File: src/core/lookup_access_pkg.sv
// Constants, types and register map of the lookup table access port.
// Assumes a byte-wide host register port and a 4096-entry table memory.
package lookup_access_pkg;

    // Register byte addresses
    localparam logic [15:0] KEY_HIGH_OFS = 16'h0410;
    localparam logic [15:0] KEY_LOW_OFS = 16'h0414;
    localparam logic [15:0] ACC_CTRL_OFS = 16'h0418;
    localparam logic [15:0] ENTRY1_OFS = 16'h0420;
    localparam logic [15:0] ENTRY2_OFS = 16'h0424;
    localparam logic [15:0] ENTRY3_OFS = 16'h0428;
    localparam logic [15:0] ENTRY4_OFS = 16'h042C;
    localparam logic [15:0] ENTRY4_LAST_BYTE = 16'h042F;
    localparam logic [15:0] WORD_MASK = 16'hFFFC;

    // Field positions
    localparam int FID_LSB = 16;
    localparam int FID_MSB = 22;
    localparam int MAC_HI_MSB = 15;
    localparam int COUNT_LSB = 16;
    localparam int GO_BIT = 7;
    localparam int READY_BIT = 6;
    localparam int END_BIT = 5;
    localparam int DIRECT_BIT = 2;
    localparam logic [31:0] KEY_HIGH_RW_MASK = 32'h807F_FFFF;
    localparam logic [4:0] CTRL_RW_MASK = 5'h1F;

    // Reset values
    localparam logic [31:0] KEY_HIGH_RST = 32'h0000_0000;
    localparam logic [31:0] KEY_LOW_RST = 32'h0000_0000;
    localparam logic [4:0] CTRL_RST = 5'h00;
    localparam logic [31:0] ENTRY_RST = 32'h0000_0000;
    localparam logic [13:0] COUNT_RST = 14'h0000;

    // Table geometry
    localparam int TBL_AW = 12;
    localparam int ENTRY_W = 128;
    localparam int ENTRY_VALID_BIT = 127;
    localparam logic [11:0] TBL_LAST = 12'hFFF;

    // Operation field codes
    typedef enum logic [1:0] {
        OP_NONE = 2'b00,
        OP_WRITE = 2'b01,
        OP_READ = 2'b10,
        OP_SEARCH = 2'b11
    } op_t;

    // Sequencer states
    typedef enum logic [2:0] {
        ST_IDLE = 3'b000,
        ST_RD_WAIT = 3'b001,
        ST_RD_CAP = 3'b010,
        ST_SR_WAIT = 3'b011,
        ST_SR_CAP = 3'b100,
        ST_SR_HOLD = 3'b101
    } state_t;

    // Request toward the table memory
    typedef struct packed {
        logic wr;
        logic rd;
        logic [TBL_AW-1:0] addr;
        logic [ENTRY_W-1:0] wdata;
    } tbl_req_t;

endpackage

File: src/core/lookup_table_access_port.sv
// Host access port to the address lookup table: index, control and entry registers.
// Assumes host strobes on the same clock and a table memory with one-cycle read latency.
//
// Functional notes
// - The 7-bit filter group id in bits 22:16 of the key high register feeds the hash.
// - MAC key bits 47:32 come from bits 15:0 of the key high register.
// - MAC key bits 31:0 come from the whole key low register.
// - In direct mode bits 11:0 of the key low register are the table location, no hashing.
// - Operation field bits 1:0: 00 nothing, 01 write, 10 read, 11 search.
// - Software sets go_done_bit (bit 7) to start; hardware clears it when the operation ends.
// - After a search, bits 29:16 hold the number of valid entries found.
// - Bit 6 flags the next search hit in the entry registers; reading 0x042F clears it.
// - Bit 5 reads one when a search hit is ready or the search has ended.
// - Bit 2 selects direct addressing when one, hashed indexing when zero.
// - Reads and search hits fill the four entry registers; writes take data from them.
// - In hashed mode the filter group id and MAC key are hashed together into a location.
`timescale 1ns/1ps
`default_nettype none

module lookup_table_access_port
    import lookup_access_pkg::*;
(
    // Clock and reset
    input wire logic clk,
    input wire logic rst_n,
    // Host byte register port
    input wire logic [15:0] reg_addr,
    input wire logic reg_wr,
    input wire logic reg_rd,
    input wire logic [7:0] reg_wdata,
    output logic [7:0] reg_rdata,
    // Table memory port
    output tbl_req_t tbl_req,
    input wire logic [ENTRY_W-1:0] tbl_rdata
);

    // Big-endian byte insert: lane 0 is bits 31:24
    function automatic logic [31:0] put_byte(input logic [31:0] w, input logic [1:0] lane,
                                             input logic [7:0] b);
        logic [31:0] r;
        r = w;
        case (lane)
            2'b00: r[31:24] = b;
            2'b01: r[23:16] = b;
            2'b10: r[15:8] = b;
            default: r[7:0] = b;
        endcase
        return r;
    endfunction

    function automatic logic [7:0] get_byte(input logic [31:0] w, input logic [1:0] lane);
        logic [7:0] r;
        case (lane)
            2'b00: r = w[31:24];
            2'b01: r = w[23:16];
            2'b10: r = w[15:8];
            default: r = w[7:0];
        endcase
        return r;
    endfunction

    // XOR fold of filter group id and MAC key into a table location
    function automatic logic [TBL_AW-1:0] hash_loc(input logic [6:0] filter_group_id, input logic [47:0] mac);
        logic [59:0] k;
        k = {5'h00, filter_group_id, mac};
        return k[11:0] ^ k[23:12] ^ k[35:24] ^ k[47:36] ^ k[59:48];
    endfunction

    logic [31:0] key_high_r, key_high_nxt;
    logic [31:0] key_low_r, key_low_nxt;
    logic [4:0] ctrl_r, ctrl_nxt;
    logic go_r, go_nxt;
    logic ready_r, ready_nxt;
    logic end_r, end_nxt;
    logic [13:0] count_r, count_nxt;
    logic [31:0] entry_r [4];
    logic [31:0] entry_nxt [4];
    logic [TBL_AW-1:0] scan_r, scan_nxt;
    state_t state_r, state_nxt;
    tbl_req_t tbl_req_r, tbl_req_nxt;
    logic [7:0] rdata_r, rdata_nxt;
    logic [31:0] ctrl_word;
    logic [31:0] rd_word;
    logic [15:0] word_addr;
    logic [TBL_AW-1:0] loc;
    logic advance;

    // Status view of the control register
    assign ctrl_word = {2'b00, count_r, 8'h00, go_r, ready_r, ready_r | end_r,
                        ctrl_r};
    assign word_addr = reg_addr & WORD_MASK;

    // Table location from the index registers
    assign loc = ctrl_r[DIRECT_BIT] ? key_low_r[TBL_AW-1:0]
               : hash_loc(key_high_r[FID_MSB:FID_LSB],
                          {key_high_r[MAC_HI_MSB:0], key_low_r});

    // Read data mux
    always_comb
    begin
        if (word_addr == KEY_HIGH_OFS)
            rd_word = key_high_r;
        else if (word_addr == KEY_LOW_OFS)
            rd_word = key_low_r;
        else if (word_addr == ACC_CTRL_OFS)
            rd_word = ctrl_word;
        else if (word_addr == ENTRY1_OFS)
            rd_word = entry_r[0];
        else if (word_addr == ENTRY2_OFS)
            rd_word = entry_r[1];
        else if (word_addr == ENTRY3_OFS)
            rd_word = entry_r[2];
        else if (word_addr == ENTRY4_OFS)
            rd_word = entry_r[3];
        else
            rd_word = 32'h0000_0000;
    end

    // Host accesses, then the sequencer; sequencer sets win over host clears
    always_comb
    begin
        logic [31:0] w;
        w = ctrl_word;
        key_high_nxt = key_high_r;
        key_low_nxt = key_low_r;
        ctrl_nxt = ctrl_r;
        go_nxt = go_r;
        ready_nxt = ready_r;
        end_nxt = end_r;
        count_nxt = count_r;
        entry_nxt = entry_r;
        scan_nxt = scan_r;
        state_nxt = state_r;
        tbl_req_nxt = tbl_req_r;
        tbl_req_nxt.wr = 1'b0;
        tbl_req_nxt.rd = 1'b0;
        rdata_nxt = rdata_r;
        advance = 1'b0;
        if (reg_rd)
            rdata_nxt = get_byte(rd_word, reg_addr[1:0]);
        if (reg_rd && reg_addr == ENTRY4_LAST_BYTE)
            ready_nxt = 1'b0;
        if (reg_wr)
        begin
            if (word_addr == KEY_HIGH_OFS)
                key_high_nxt = put_byte(key_high_r, reg_addr[1:0], reg_wdata) & KEY_HIGH_RW_MASK;
            else if (word_addr == KEY_LOW_OFS)
                key_low_nxt = put_byte(key_low_r, reg_addr[1:0], reg_wdata);
            else if (word_addr == ACC_CTRL_OFS && state_r == ST_IDLE && !go_r)
            begin
                w = put_byte(ctrl_word, reg_addr[1:0], reg_wdata);
                ctrl_nxt = w[4:0] & CTRL_RW_MASK;
                go_nxt = w[GO_BIT];
            end
            else if (word_addr == ENTRY1_OFS)
                entry_nxt[0] = put_byte(entry_r[0], reg_addr[1:0], reg_wdata);
            else if (word_addr == ENTRY2_OFS)
                entry_nxt[1] = put_byte(entry_r[1], reg_addr[1:0], reg_wdata);
            else if (word_addr == ENTRY3_OFS)
                entry_nxt[2] = put_byte(entry_r[2], reg_addr[1:0], reg_wdata);
            else if (word_addr == ENTRY4_OFS)
                entry_nxt[3] = put_byte(entry_r[3], reg_addr[1:0], reg_wdata);
        end
        case (state_r)
            ST_IDLE:
            begin
                if (go_r)
                begin
                    case (op_t'(ctrl_r[1:0]))
                        OP_WRITE:
                        begin
                            tbl_req_nxt.wr = 1'b1;
                            tbl_req_nxt.addr = loc;
                            tbl_req_nxt.wdata = {entry_r[0], entry_r[1], entry_r[2],
                                                 entry_r[3]};
                            go_nxt = 1'b0;
                        end
                        OP_READ:
                        begin
                            tbl_req_nxt.rd = 1'b1;
                            tbl_req_nxt.addr = loc;
                            state_nxt = ST_RD_WAIT;
                        end
                        OP_SEARCH:
                        begin
                            tbl_req_nxt.rd = 1'b1;
                            tbl_req_nxt.addr = '0;
                            scan_nxt = '0;
                            count_nxt = COUNT_RST;
                            ready_nxt = 1'b0;
                            end_nxt = 1'b0;
                            state_nxt = ST_SR_WAIT;
                        end
                        default:
                            go_nxt = 1'b0;
                    endcase
                end
            end
            ST_RD_WAIT:
                state_nxt = ST_RD_CAP;
            ST_RD_CAP:
            begin
                {entry_nxt[0], entry_nxt[1], entry_nxt[2], entry_nxt[3]} = tbl_rdata;
                go_nxt = 1'b0;
                state_nxt = ST_IDLE;
            end
            ST_SR_WAIT:
                state_nxt = ST_SR_CAP;
            ST_SR_CAP:
            begin
                if (tbl_rdata[ENTRY_VALID_BIT])
                begin
                    {entry_nxt[0], entry_nxt[1], entry_nxt[2], entry_nxt[3]} = tbl_rdata;
                    ready_nxt = 1'b1;
                    count_nxt = count_r + 14'h0001;
                    state_nxt = ST_SR_HOLD;
                end
                else
                    advance = 1'b1;
            end
            ST_SR_HOLD:
                advance = !ready_r;
            default:
                state_nxt = ST_IDLE;
        endcase
        // Step the search or finish it
        if (advance)
        begin
            if (scan_r == TBL_LAST)
            begin
                go_nxt = 1'b0;
                end_nxt = 1'b1;
                state_nxt = ST_IDLE;
            end
            else
            begin
                scan_nxt = scan_r + 12'h001;
                tbl_req_nxt.rd = 1'b1;
                tbl_req_nxt.addr = scan_r + 12'h001;
                state_nxt = ST_SR_WAIT;
            end
        end
    end

    // State registers
    always_ff @(posedge clk or negedge rst_n)
    begin
        if (!rst_n)
        begin
            key_high_r <= KEY_HIGH_RST;
            key_low_r <= KEY_LOW_RST;
            ctrl_r <= CTRL_RST;
            go_r <= 1'b0;
            ready_r <= 1'b0;
            end_r <= 1'b0;
            count_r <= COUNT_RST;
            for (int i = 0; i < 4; i++)
                entry_r[i] <= ENTRY_RST;
            scan_r <= '0;
            state_r <= ST_IDLE;
            tbl_req_r <= '0;
            rdata_r <= 8'h00;
        end
        else
        begin
            key_high_r <= key_high_nxt;
            key_low_r <= key_low_nxt;
            ctrl_r <= ctrl_nxt;
            go_r <= go_nxt;
            ready_r <= ready_nxt;
            end_r <= end_nxt;
            count_r <= count_nxt;
            entry_r <= entry_nxt;
            scan_r <= scan_nxt;
            state_r <= state_nxt;
            tbl_req_r <= tbl_req_nxt;
            rdata_r <= rdata_nxt;
        end
    end

    assign tbl_req = tbl_req_r;
    assign reg_rdata = rdata_r;

    logic start_w;
    assign start_w = state_r == ST_IDLE && go_r;
endmodule

`default_nettype wire

File: config.mk
export PLATFORM = sky130hd
export DESIGN_NAME = lookup_table_access_port
export DESIGN_NICKNAME = d
export VERILOG_FILES = /design/src/core/lookup_access_pkg.sv /design/src/core/lookup_table_access_port.sv
export SDC_FILE = /design/constraint.sdc
export NUM_CORES = 1
export LEC_CHECK = 0
export BUFFER_PORTS_ARGS = -buffer_cell sky130_fd_sc_hd__buf_2
export CAP_MARGIN = 20
export CORE_UTILIZATION = 55
export DETAILED_ROUTE_END_ITERATION = 12
export GPL_TIMING_DRIVEN = 0
export PLACE_DENSITY_LB_ADDON = 0.25
export SLEW_MARGIN = 20
export SYNTH_ARGS = -nofsm -noshare
export SYNTH_HDL_FRONTEND = slang
export SYNTH_SLANG_ARGS = --single-unit
export TNS_END_PERCENT = 10
File: constraint.sdc
create_clock -name clk -period 4.4 [get_ports clk]
set_input_delay 0.44 -clock clk [delete_from_list [all_inputs] [get_ports clk]]
set_output_delay 0.44 -clock clk [all_outputs]
set_load 0.02 [all_outputs]
==> impl_metrics.yaml <==
worst_setup_path:
  end_kind: "flop"
  reg2regPathDepth: 10
  endpoint: "entry_r[95]"
  arrival_ps: 3900
  worstPathMaxFanout: 10
  r2r_setup_slack_ps: 960
  critPathRequiredTime_ps: 4870
  crit_path_start: "state_r[2]"
  critPathLaunchType: "flop"
  path_class: "flop to flop"
  r2r-start: "state_r[2]"
  r2r-end: "entry_r[95]"
synthesis:
  synth_ff_type: "dfrtp_1"
  synthArstFlopShare_pct: 100.0
  synth_top_area_share_pct: 50.82
  syn_nets: 2045
  synth_top_cells_by_count: "nand2_1, dfrtp_1, o21ai_0, mux2i_1, clkbuf_1"
  synth_area_um2: 18270
  yosys_warnings: 0
  synth_area_leaders: "dfrtp_1, nand2_1, mux2i_1, mux2_2, o21ai_0"
  syn_area_per_cell_um2: 9.702
  ys_types: 68
  yosysTopAreaCell: "dfrtp_1"
  synth-seq-area-share_pct: 50.82
  synth.most_common_cell: "nand2_1"
  synth_edf_count: 0
  synth-seq-cells: 371
  syn_inst: 1883
cts:
  cts-root-buf: "clkbuf_16"
  clockBufferDepth: 3
  cts_tree: "built"
  cts_setup_buffers: 0
  hold_buffers: 1
  htreeDepth: 2
  cts-buffers-inserted: 40
  insertion_delay_ps: 550
  cts.repair.resized: 0
  clk_pin_slew_ps: 70
  cts_num_sinks: 371
drt:
  wl_per_cell_um: 26.58
  met3WireLength_mm: 8.641
  top_layer: "met4"
  wl_met2_mm: 30.99
  wirelength_mm: 71.96
  drc: 0
  wl_met1_mm: 28.91
  vias: 16828
  via_per_inst: 6.216
  drt_iter0_drc: 1967
  drt_pass1_iterations: 6
  drtAntennaViolNets: 0
grt:
  grt_max_degree: 91
  first_global_vias: 16462
  antenna_found_initial: 0
  grt_overflow: 0
  grtUsageTotal_pct: 42.80
  grt_pass1_wl_mm: 105.1
layout:
  final-instance-count-excl-fill: 2707
  fill_cells: 2614
  register_area_um2: 9284
  final_nets: 2394
  syn2layout_area_growth_pct: 20.30
  layout-drive-gt1-share_pct: 22.57
  multi_input_area_um2: 8526
sta:
  finalHoldViolations: 0
  rsz0062_at_grt: "false"
  skew_ps: 17.47
  min_period_ps: 3436
  worst_pin_slew_ps: 1042
  final.setup.worst_slack_ps: 964.0
  slew_viol_final: 0
  period_share_pct: 78.09
  relSlewSlack_pct: 30.56
  fmax_ghz: 0.2910
  setup_viol_count_final: 0
power:
  vdd_drop_max_v: 0.0003373
  p_sw_share_pct: 36.54
  power.share.clock_pct: 32.5
  p_leak_nw: 10.57
  pwr-share-comb_pct: 23.8
  p_total_mw: 11.77
  power_density_nw_per_um2: 535.8
  p_sw_mw: 4.303
  pwr-share-seq_pct: 43.7
  p_int_mw: 7.472
placement:
  place.gp.congestion: 1.059
  preCtsSetupSlack_ps: 792.7
  dp.cells: 2631
  port_buffers: 302
  hpwlAfterDp_mm: 54.30
outcome:
  status: "finished, final reports clean"
die:
  die_w_um: 184.3
  rows: 66
  io_pins: 306
  die_y_um: 184.3
  design.die.area_um2: 33950
  core_um2: 32620
  start_util_pct: 56.01
worst_hold_path:
  min_path_type: "input pin to flop"
  hold_start: "tbl_rdata[124]"
job:
  cap_violations: 0
worst min path at each step:
stage              endpoint  slack, ps  depth (start not counted)
2_1_floorplan    count_r[0]        140                          0
3_5_place_dp   tbl_req[141]        410                          1
5_1_grt         entry_r[49]        120                          3
6_report       entry_r[124]        100                          3
4_1_cts         entry_r[49]         90                          3
3_3_place_gp   tbl_req[104]        460                          2
stage by stage:
step                      TNS [ps]  utilization, %  instance area [µm²]  hold WS [ps]
after global placement    -1564390           62.34                20330         455.6
after global routing             0           67.37                21970         115.9
final                            0           67.38                21980         101.9
after detailed placement         0           62.72                20460         414.3
after floorplan                  0               -                18270         144.4
after CTS                        0           67.37                21970         94.44
metal layers:
layer | vias up | GRT usage (%)
met5 | - | 0
met4 | 0 | 19.50
met3 | 190 | 10.57
met2 | 1161 | 62.95
met1 | 8309 | 59.86
li1 | 7168 | -
layout make-up:
class | count | area share (%)
Buffer | 115 | 1.998
Timing Repair Buffer | 307 | 7.469
Multi-Input combinational cell | 1390 | 38.79
Inverter | 7 | 0.1196
Antenna cell | 1 | 0.01139
Clock buffer | 61 | 5.653
Sequential cell | 371 | 42.24
Tap cell | 442 | 2.516
Clock inverter | 13 | 1.196
layout by cell type, fill, tap and decap left out, types with 9 or more instances in the layout:
cell       count
clkbuf_8      12
nor2_2         9
o21ai_0      151
buf_1         10
o21ai_1       15
a31oi_1       13
o22ai_1       17
xnor2_1       32
clkbuf_1     106
nor2b_1       18
nand2_1      579
buf_2        307
and3_1         9
nor3_1        14
clkbuf_16     42
a21oi_1       34
mux2_2        74
nand3_1       31
nor2_1        72
mux4_2        25
dfrtp_1      371
nand4_1       10
mux2i_1      138
xor2_1        30
worst max-delay path, cell delays in order, from the launching register on:
cell      delay [ps]
dfrtp_1          340
clkbuf_1         320
nand2_1          330
nor2_1           170
nor2_1            50
nor2_1           260
clkbuf_1         370
clkbuf_1         570
clkbuf_1         670
nand2_1          150
o21ai_0          110
logic make-up after synthesis:
kind of cell / count (synthesis) / synth area share, %
flops: 371 / 50.82
xor+xnor: 62 / 2.972
mux: 237 / 15.20
compound gates: 285 / 9.020
buf+inv: 122 / 2.548
fa+ha+maj: 6 / 0.4109
simple gates: 800 / 19.03
flip-flops by register name, summed over array words and instances, names as in the netlist:
register    cells
entry_r       128
key_high_r     24
go_r            1
ready_r         1
scan_r         12
state_r         3
key_low_r      32
count_r        14
ctrl_r          5
end_r           1
tbl_req       142
reg_rdata       8
power by group through the flow:
stage / combinational [mW] / clock (mW) / sequential (mW)
after global routing: 2.99 / 3.95 / 5.13
after CTS: 2.70 / 3.82 / 5.03
after floorplan: 1.63 / 0 / 4.62
after detailed placement: 2.66 / 0 / 5.08
after global placement: 2.57 / 0 / 5.06
final: 2.81 / 3.82 / 5.14
No activity file was read; power rests on OpenSTA's default activity.
